<file path="src/rtl/awp_defines.svh">
// Constants for the write address port: widths, codes and reset values
`ifndef AWP_DEFINES_SVH
`define AWP_DEFINES_SVH
`define AWP_ADDR_W      32
`define AWP_ID_W        4
`define AWP_DATA_W      32
`define AWP_STRB_W      4
`define AWP_LEN_W       8
`define AWP_SIZE_W      3
`define AWP_BURST_W     2
`define AWP_BURST_FIXED 2'h0
`define AWP_BURST_INCR  2'h1
`define AWP_BURST_WRAP  2'h2
`define AWP_ECC_EN      1'h0
`define AWP_FLAG_RST    1'h0
`endif

</file>
<file path="src/rtl/awp_pkg.sv">
// Types shared by the write address port modules
`default_nettype none
package awp_pkg;
   typedef enum logic [2:0] {
      AWP_IDLE = 3'b001,
      AWP_BURST = 3'b010,
      AWP_LASTBEAT = 3'b100
   } awp_state_t;
endpackage
`default_nettype wire

</file>
<file path="src/rtl/awp_beat_if.sv">
// Beat address carrier between the port and its address generator
`timescale 1ns/1ps
`default_nettype none
`include "awp_defines.svh"
interface awp_beat_if;
   logic [`AWP_ADDR_W-1:0]  addr;
   logic [`AWP_SIZE_W-1:0]  size;
   logic [`AWP_BURST_W-1:0] burst;
   logic [`AWP_LEN_W-1:0]   len;
   logic [`AWP_ADDR_W-1:0]  nextAddr;
   modport port (output addr, output size, output burst, output len, input nextAddr);
   modport gen  (input addr, input size, input burst, input len, output nextAddr);
endinterface
`default_nettype wire

</file>
<file path="src/rtl/awp_addr_gen.sv">
// Next beat address from the burst type, size and length
`timescale 1ns/1ps
`default_nettype none
`include "awp_defines.svh"
module awp_addr_gen (
   awp_beat_if.gen b
);
   logic [`AWP_ADDR_W-1:0] step;
   logic [`AWP_ADDR_W-1:0] wrapMask;
   logic [`AWP_ADDR_W-1:0] incr;
   always_comb
   begin
      step = `AWP_ADDR_W'(1) << b.size;
      // Wrap span is beats times size; legal wrap lengths are powers of two
      wrapMask = ((`AWP_ADDR_W'(b.len) + `AWP_ADDR_W'(1)) << b.size) - `AWP_ADDR_W'(1);
      incr = b.addr + step;
      // Fixed is handled as incrementing, the array has no fifo mode
      if (b.burst == `AWP_BURST_WRAP) // see [RULE6]
         b.nextAddr = (b.addr & ~wrapMask) | (incr & wrapMask);
      else
         b.nextAddr = (b.addr & ~(step - `AWP_ADDR_W'(1))) + step; // see [RULE6]
   end
endmodule
`default_nettype wire

</file>
<file path="src/rtl/awp_write_port.sv">
// Write address port: accepts addresses, walks the burst and emits per-beat strobes
// Overview of operation
// [RULE1] Reset is taken active low and returns all channel state to its initial value.
// [RULE2] The error interrupt output leaves reset low and stays low as error correction is off.
// [RULE3] The uncorrectable error flag leaves reset low and stays low as error correction is off.
// [RULE4] The length field plus one is the exact number of data beats for the address.
// [RULE5] The size field sets each beat's size and only strobed byte lanes are written.
// [RULE6] Each beat address follows from the burst type together with the size.
// [RULE7] Lock, cache and protection inputs are accepted and their values ignored.
// [RULE8] The master raises address valid only when an address is presented.
// [RULE9] The master holds the address and controls stable until ready is seen.
// [RULE10] Address ready marks acceptance and is low out of reset.
// [RULE11] Strobe bit n enables data bits 8n+7 down to 8n.
// [RULE12] Everything is sampled on the rising clock edge and a transfer completes on valid and ready.
`timescale 1ns/1ps
`default_nettype none
`include "awp_defines.svh"
module awp_write_port (
   input  wire logic                     clk_sys,
   input  wire logic                     reset,
   input  wire logic                     clkEn,
   input  wire logic                     aresetN,
   input  wire logic [`AWP_ID_W-1:0]     awId,
   input  wire logic [`AWP_ADDR_W-1:0]   awAddr,
   input  wire logic [`AWP_LEN_W-1:0]    awLen,
   input  wire logic [`AWP_SIZE_W-1:0]   awSize,
   input  wire logic [`AWP_BURST_W-1:0]  awBurst,
   input  wire logic [2:0]               awLock,
   input  wire logic [4:0]               awCache,
   input  wire logic [3:0]               awProt,
   input  wire logic                     awValid,
   input  wire logic [`AWP_DATA_W-1:0]   wData,
   input  wire logic [`AWP_STRB_W-1:0]   wStrb,
   input  wire logic                     wValid,
   output logic                          awReady,
   output logic                          wReady,
   output logic                          memWe,
   output logic [`AWP_ADDR_W-1:0]        memAddr,
   output logic [`AWP_DATA_W-1:0]        memData,
   output logic [`AWP_DATA_W-1:0]        memBitEn,
   output logic                          burstDone,
   output logic [`AWP_ID_W-1:0]          doneId,
   output logic                          eccInterrupt,
   output logic                          uncorrectable_error_flag
);
   awp_beat_if b ();
   awp_addr_gen u_gen (.b(b));

   awp_pkg::awp_state_t   state_q;
   logic [`AWP_ADDR_W-1:0] addr_q;
   logic [`AWP_SIZE_W-1:0] size_q;
   logic [`AWP_BURST_W-1:0] burst_q;
   logic [`AWP_LEN_W-1:0]  len_q;
   logic [`AWP_LEN_W-1:0]  left_q;
   logic [`AWP_ID_W-1:0]   id_q;
   logic                   rst;
   logic                   awFire;
   logic                   wFire;
   logic [`AWP_DATA_W-1:0] laneMask;

   // Either reset source clears the port; the low-active one is the bus reset
   assign rst = reset | ~aresetN; // see [RULE1]
   // Attribute inputs are deliberately left unread, no atomic or cache behaviour exists
   assign awFire = awValid & awReady; // see [RULE12]
   assign wFire = wValid & wReady; // see [RULE12]
   assign b.addr = addr_q;
   assign b.size = size_q;
   assign b.burst = burst_q;
   assign b.len = len_q;

   always_comb
   begin
      for (int n = 0; n < `AWP_STRB_W; n++)
         laneMask[8*n +: 8] = {8{wStrb[n]}}; // see [RULE11]
   end

   always_ff @(posedge clk_sys)
   begin
      if (rst)
      begin
         state_q <= awp_pkg::AWP_IDLE;
         awReady <= 1'h0; // see [RULE10]
         wReady <= 1'h0;
         left_q <= `AWP_LEN_W'(0);
      end
      else if (clkEn)
      begin
         case (state_q)
            awp_pkg::AWP_IDLE:
            begin
               awReady <= ~awFire;
               if (awFire) // see [RULE10]
               begin
                  left_q <= awLen; // see [RULE4]
                  wReady <= 1'h1;
                  state_q <= (awLen == `AWP_LEN_W'(0)) ? awp_pkg::AWP_LASTBEAT
                                                        : awp_pkg::AWP_BURST;
               end
            end
            awp_pkg::AWP_BURST:
               if (wFire)
               begin
                  left_q <= left_q - `AWP_LEN_W'(1); // see [RULE4]
                  if (left_q == `AWP_LEN_W'(1))
                     state_q <= awp_pkg::AWP_LASTBEAT;
               end
            awp_pkg::AWP_LASTBEAT:
               if (wFire)
               begin
                  wReady <= 1'h0;
                  awReady <= 1'h1;
                  state_q <= awp_pkg::AWP_IDLE;
               end
            default:
            begin
               state_q <= awp_pkg::AWP_IDLE;
               awReady <= 1'h0;
               wReady <= 1'h0;
            end
         endcase
      end
   end

   // Captured controls; held stable for the master by the handshake
   always_ff @(posedge clk_sys)
   begin
      if (rst)
      begin
         addr_q <= `AWP_ADDR_W'(0);
         size_q <= `AWP_SIZE_W'(0);
         burst_q <= `AWP_BURST_W'(0);
         len_q <= `AWP_LEN_W'(0);
         id_q <= `AWP_ID_W'(0);
      end
      else if (clkEn)
      begin
         if (awFire) // see [RULE7] [RULE9]
         begin
            addr_q <= awAddr;
            size_q <= awSize; // see [RULE5]
            burst_q <= awBurst; // see [RULE6]
            len_q <= awLen;
            id_q <= awId;
         end
         else if (wFire)
            addr_q <= b.nextAddr; // see [RULE6]
      end
   end

   // Memory write beat, one cycle after the data handshake
   always_ff @(posedge clk_sys)
   begin
      if (rst)
      begin
         memWe <= 1'h0;
         memAddr <= `AWP_ADDR_W'(0);
         memData <= `AWP_DATA_W'(0);
         memBitEn <= `AWP_DATA_W'(0);
         burstDone <= 1'h0;
         doneId <= `AWP_ID_W'(0);
      end
      else if (clkEn)
      begin
         memWe <= wFire;
         burstDone <= wFire && (state_q == awp_pkg::AWP_LASTBEAT);
         if (wFire)
         begin
            memAddr <= addr_q;
            memData <= wData;
            memBitEn <= laneMask; // see [RULE5]
            doneId <= id_q;
         end
      end
   end

   // Error correction is not built in, so both flags stay at their reset level
   always_ff @(posedge clk_sys)
   begin
      if (rst)
      begin
         eccInterrupt <= `AWP_FLAG_RST; // see [RULE2]
         uncorrectable_error_flag <= `AWP_FLAG_RST; // see [RULE3]
      end
      else if (clkEn)
      begin
         eccInterrupt <= `AWP_ECC_EN & eccInterrupt; // see [RULE2]
         uncorrectable_error_flag <= `AWP_ECC_EN & uncorrectable_error_flag; // see [RULE3]
      end
   end

   chk_ready_low_reset: assert property (@(posedge clk_sys) // see [RULE10]
      $past(rst) |-> !awReady) else $error("address ready high after reset");
   chk_ecc_flags_low: assert property (@(posedge clk_sys) disable iff (rst) // see [RULE2] [RULE3]
      !eccInterrupt && !uncorrectable_error_flag) else $error("ecc flag raised");
   chk_no_reaccept_burst: assert property (@(posedge clk_sys) disable iff (rst) // see [RULE4]
      awFire && clkEn |=> !awReady) else $error("address accepted mid burst");
   chk_beat_count: assert property (@(posedge clk_sys) disable iff (rst) // see [RULE4]
      awFire && clkEn |=> left_q == $past(awLen)) else $error("beat count wrong");
   chk_capture_addr: assert property (@(posedge clk_sys) disable iff (rst) // see [RULE12]
      awFire && clkEn |=> addr_q == $past(awAddr)) else $error("address not captured");
   chk_lane_mask: assert property (@(posedge clk_sys) disable iff (rst) // see [RULE11]
      wFire && clkEn |=> memBitEn[7:0] == {8{$past(wStrb[0])}}) else $error("lane 0 mask");
   chk_incr_step: assert property (@(posedge clk_sys) disable iff (rst) // see [RULE6]
      wFire && clkEn && burst_q == `AWP_BURST_INCR && size_q == 3'h2 && addr_q[1:0] == 2'h0
      |=> addr_q == $past(addr_q) + 32'h0000_0004) else $error("incr step wrong");
   chk_write_beat: assert property (@(posedge clk_sys) disable iff (rst) // see [RULE5]
      wFire && clkEn |=> memWe && memData == $past(wData)) else $error("beat not written");
   chk_last_ready: assert property (@(posedge clk_sys) disable iff (rst) // see [RULE10]
      wFire && clkEn && state_q == awp_pkg::AWP_LASTBEAT |=> awReady && burstDone)
      else $error("no ready after last beat");
   chk_no_beat_idle: assert property (@(posedge clk_sys) disable iff (rst) // see [RULE4]
      state_q == awp_pkg::AWP_IDLE |-> !wReady) else $error("beat ready while idle");
   chk_last_count: assert property (@(posedge clk_sys) disable iff (rst) // see [RULE4]
      state_q == awp_pkg::AWP_LASTBEAT |-> left_q == `AWP_LEN_W'(0))
      else $error("last beat entered early");
   chk_lane_top: assert property (@(posedge clk_sys) disable iff (rst) // see [RULE11]
      wFire && clkEn |=> memBitEn[31:24] == {8{$past(wStrb[3])}}) else $error("lane 3 mask");

   cov_single: cover property (@(posedge clk_sys) awFire && awLen == 8'h00);
   cov_wrap: cover property (@(posedge clk_sys) awFire && awBurst == `AWP_BURST_WRAP);
   cov_done: cover property (@(posedge clk_sys) burstDone);
   cov_stall: cover property (@(posedge clk_sys)
      state_q == awp_pkg::AWP_BURST && wReady && !wValid);
endmodule
`default_nettype wire

</file>
<file path="config.mk">
export PLATFORM = sky130hd
export DESIGN_NAME = awp_write_port
export DESIGN_NICKNAME = d
export VERILOG_FILES = /design/src/rtl/awp_pkg.sv /design/src/rtl/awp_beat_if.sv /design/src/rtl/awp_addr_gen.sv /design/src/rtl/awp_write_port.sv
export VERILOG_INCLUDE_DIRS = /design/src /design/src/rtl
export SDC_FILE = /design/constraint.sdc
export NUM_CORES = 1
export LEC_CHECK = 0
export BUFFER_PORTS_ARGS = -buffer_cell sky130_fd_sc_hd__buf_2
export CAP_MARGIN = 20
export CORE_MARGIN = 5
export CORE_UTILIZATION = 40
export CTS_CLUSTER_SIZE = 30
export DETAILED_ROUTE_END_ITERATION = 12
export GPL_TIMING_DRIVEN = 0
export PLACE_DENSITY = 0.71
export RECOVER_POWER = 25
export SETUP_SLACK_MARGIN = 0.5
export SLEW_MARGIN = 10
export SYNTH_ARGS = -nofsm -noshare
export SYNTH_HDL_FRONTEND = slang
export SYNTH_SLANG_ARGS = --single-unit
</file>
<file path="constraint.sdc">
create_clock -name clk_sys -period 6.8 [get_ports clk_sys]
set_input_delay 1.36 -clock clk_sys [delete_from_list [all_inputs] [get_ports clk_sys]]
set_output_delay 1.36 -clock clk_sys [all_outputs]
set_load 0.01 [all_outputs]
</file>
==> flow_metrics.py <==
metrics = {
    "run_status": {
        "status": "completed",
    },
    "route": {
        "ant_nets": 0,
        "firstDrtPassIters": 6,
        "num_vias": 9967,
        "drt_wl_total_um": 32400,
        "wl_per_cell_um": 18.6,
        "drc": 0,
        "vias_per_cell": 5.73,
        "drt_iter0_markers": 1049,
    },
    "placement": {
        "numPortBuffers": 194,
        "dpl.hpwl_um": 24700,
        "gp_congestion": 0.964,
    },
    "floorplanning": {
        "die_h_um": 159,
        "io_pins": 209,
        "die_w_um": 159,
        "dieArea_sq_um": 25200,
        "initial_core_util": 0.405,
        "rows": 54,
        "core-area_sq_um": 21800,
    },
    "timing": {
        "clock.fmax_mhz": 198,
        "fin_crit_ns": 5.05,
        "whs_ns": 0.452,
        "grt_setup_unrepaired": "no",
        "min_period_over_period": 0.743,
        "tns_ns": 0,
        "hold_viol": 0,
        "drv_slew": 0,
        "max-slew-margin-rel": 0.270,
        "worst_clock_skew_ns": 0.00962,
        "worst_slew_pin_slew_ns": 1.07,
        "setup_viol": 0,
    },
    "setup_path": {
        "crit_fanout": 10,
        "cpMostUsedCell": "clkbuf_1",
        "cpLargestDelayFamily": "buffers and inverters",
        "cp_num_buf_inv": 5,
        "critPathLaunchType": "flip-flop",
        "cp_data_required_time_ns": 7.09,
        "crit_arrival_ns": 5.35,
        "cp_slowest_cell": "o41ai_1",
        "endpoint_kind": "flip-flop",
        "path_class": "reg2reg",
        "path_cells": "clkbuf_1, clkbuf_1, buf_1, nor3_1, ha_1, inv_1, fa_1, nor2b_1, o2111ai_1, a21boi_0, o41ai_1, or2_2, clkbuf_1, nor3_1, xor2_1, a31oi_1, o31ai_1",
        "slowest_delay_ns": 0.86,
    },
    "cells_and_area": {
        "n_fill_cell": 2232,
        "final_common_cell": "nand2_1",
        "antennaDiodeCount": 0,
        "layout_common_cells": "249 x nand2_1, 153 x a21oi_1, 144 x buf_2, 136 x dfxtp_1, 133 x clkbuf_1",
        "multi_input_area_sq_um": 5430,
        "area.sequential_sq_um": 2720,
        "drive_gt1_frac": 0.158,
        "area.growth.synth_to_final_pct": 20.4,
        "nets": 1569,
    },
    "grt": {
        "grt-ovfl-total": 0,
        "grtUsageTotal": 0.243,
        "grt_pass1_vias": 9167,
        "antenna_found_initial": 0,
        "grt_max_degree": 17,
        "grt_pass1_wl_um": 50100,
    },
    "yosys": {
        "synth-edff-count": 0,
        "netlist_instances": 1234,
        "yosys_warnings": 0,
        "synth-main-ff-cell": "dfxtp_1",
        "synth-seq-area-share": 0.308,
        "syn_area_sq_um": 8850,
        "ys_ff_latch": 136,
        "avgSynthCellArea_sq_um": 7.17,
        "async_reset_ff_frac": 0,
        "ys_types": 84,
    },
    "clock_network": {
        "cts_buffers": 17,
        "cts_resized": 0,
        "clkSlewWorstSetupHoldPaths_ns": 0.06,
        "h-tree-depth": 4,
        "cts.sinks": 136,
        "cts_tree": "built",
        "clk_latency_ns": 0.43,
        "cts_hold_buffers": 0,
        "root_buffer": "clkbuf_16",
        "max-clock-path-buffers": 2,
        "cts_setup_buffers": 0,
    },
    "pwr": {
        "cellPowerDensity_nw_per_um2": 169,
        "switching_share": 0.247,
        "pwr-share-clk": 0.493,
        "combPwrFrac": 0.061,
        "p_leak_nw": 3.80,
        "switchingPower_uw": 445,
        "internal_power_mw": 1.36,
        "p_seq_frac": 0.446,
        "power.total_mw": 1.80,
        "ir_drop_v": 0.000166,
    },
    "job": {
        "cap_violations": 0,
    },
    "hold_path": {
        "hold_class": "reg2reg",
    },
}
## worst paths after layout
| kind | startpoint | depth (start not counted) | to | slack (ns) |
|---|---|---|---|---|
| setup / recovery | b.size[2] | 17 | flip-flop | 1.75 |
| hold / removal | id_q[1] | 2 | doneId[1] | 0.45 |
| setup reg to reg | b.size[2] | 17 | flip-flop | 1.75 |
| hold reg to reg | id_q[1] | 2 | doneId[1] | 0.45 |
## area by class of cell
cell class,instances,share of cell area
flip-flops and latches,136,0.256
clock buffers,19,0.0425
clock inverters,11,0.00940
multi-input cells,952,0.510
repair buffers,194,0.0841
plain buffers,124,0.0572
well taps,280,0.0329
inverters,23,0.00811
## synth_stat cells (12+ instances only)
master	n	area, sq um
nand2_1	249	935
a21oi_1	153	766
dfxtp_1	136	2720
o21ai_0	78	390
clkbuf_1	73	274
nor2_1	62	233
nand3_1	35	175
buf_4	33	248
xnor2_1	33	289
nor3_1	28	140
inv_1	22	82.6
a31oi_1	19	119
a211oi_1	18	135
ha_1	17	213
xor2_1	17	149
nand2b_1	16	100
nor2b_1	16	100
nor4_1	15	93.8
o211ai_1	14	105
o31ai_1	12	90.1
## worst min-delay path, cell delays in order, from the launching register on
cell and delay (ns):
dfxtp_1 0.31, nand2_1 0.05, a21oi_1 0.05
## cells by family (layout without fill, tap and decap cells)
| family | after synthesis | count (layout) | share of synthesized area |
|---|---|---|---|
| and+or+nand+nor | 499 | 499 | 0.268 |
| AOI/OAI and AO/OA | 375 | 375 | 0.260 |
| buffers and inverters | 147 | 371 | 0.0786 |
| DFF | 136 | 136 | 0.308 |
| xor gates and xnor gates | 50 | 50 | 0.0495 |
| adders and majority gates | 20 | 20 | 0.0286 |
| muxes | 6 | 6 | 0.00693 |
| other | 1 | 2 | 0.000424 |
## through the flow
step	instance area [sq um]	std cells	setup WS [ns]	util
after floorplan	8850	1235	3.09	-
after global placement	10200	1709	1.88	0.466
after CTS	10700	1739	1.89	0.491
final	10600	1739	1.75	0.488
after global routing	10600	1739	1.44	0.488
after detailed placement	10200	1709	1.91	0.466
## power groups by stage
stage / clock [mW] / sequential [mW] / combinational [mW]
after CTS: 0.885 / 0.803 / 0.108
after floorplan: 0 / 0.820 / 0.0504
after detailed placement: 0 / 0.820 / 0.107
after global routing: 0.918 / 0.803 / 0.119
final: 0.889 / 0.803 / 0.110
after global placement: 0 / 0.820 / 0.107
## routing by layer
layer | wire [um] | global-route usage | share of wire | up-vias
met5 | 0 | 0 | 0 | -
met2 | 15100 | 0.395 | 0.47 | 484
met4 | 961 | 0.0790 | 0.030 | 0
met3 | 2710 | 0.0591 | 0.084 | 71
met1 | 13600 | 0.317 | 0.42 | 4625
li1 | - | - | - | 4787
Note: power is estimated with default switching activity, not from simulation.
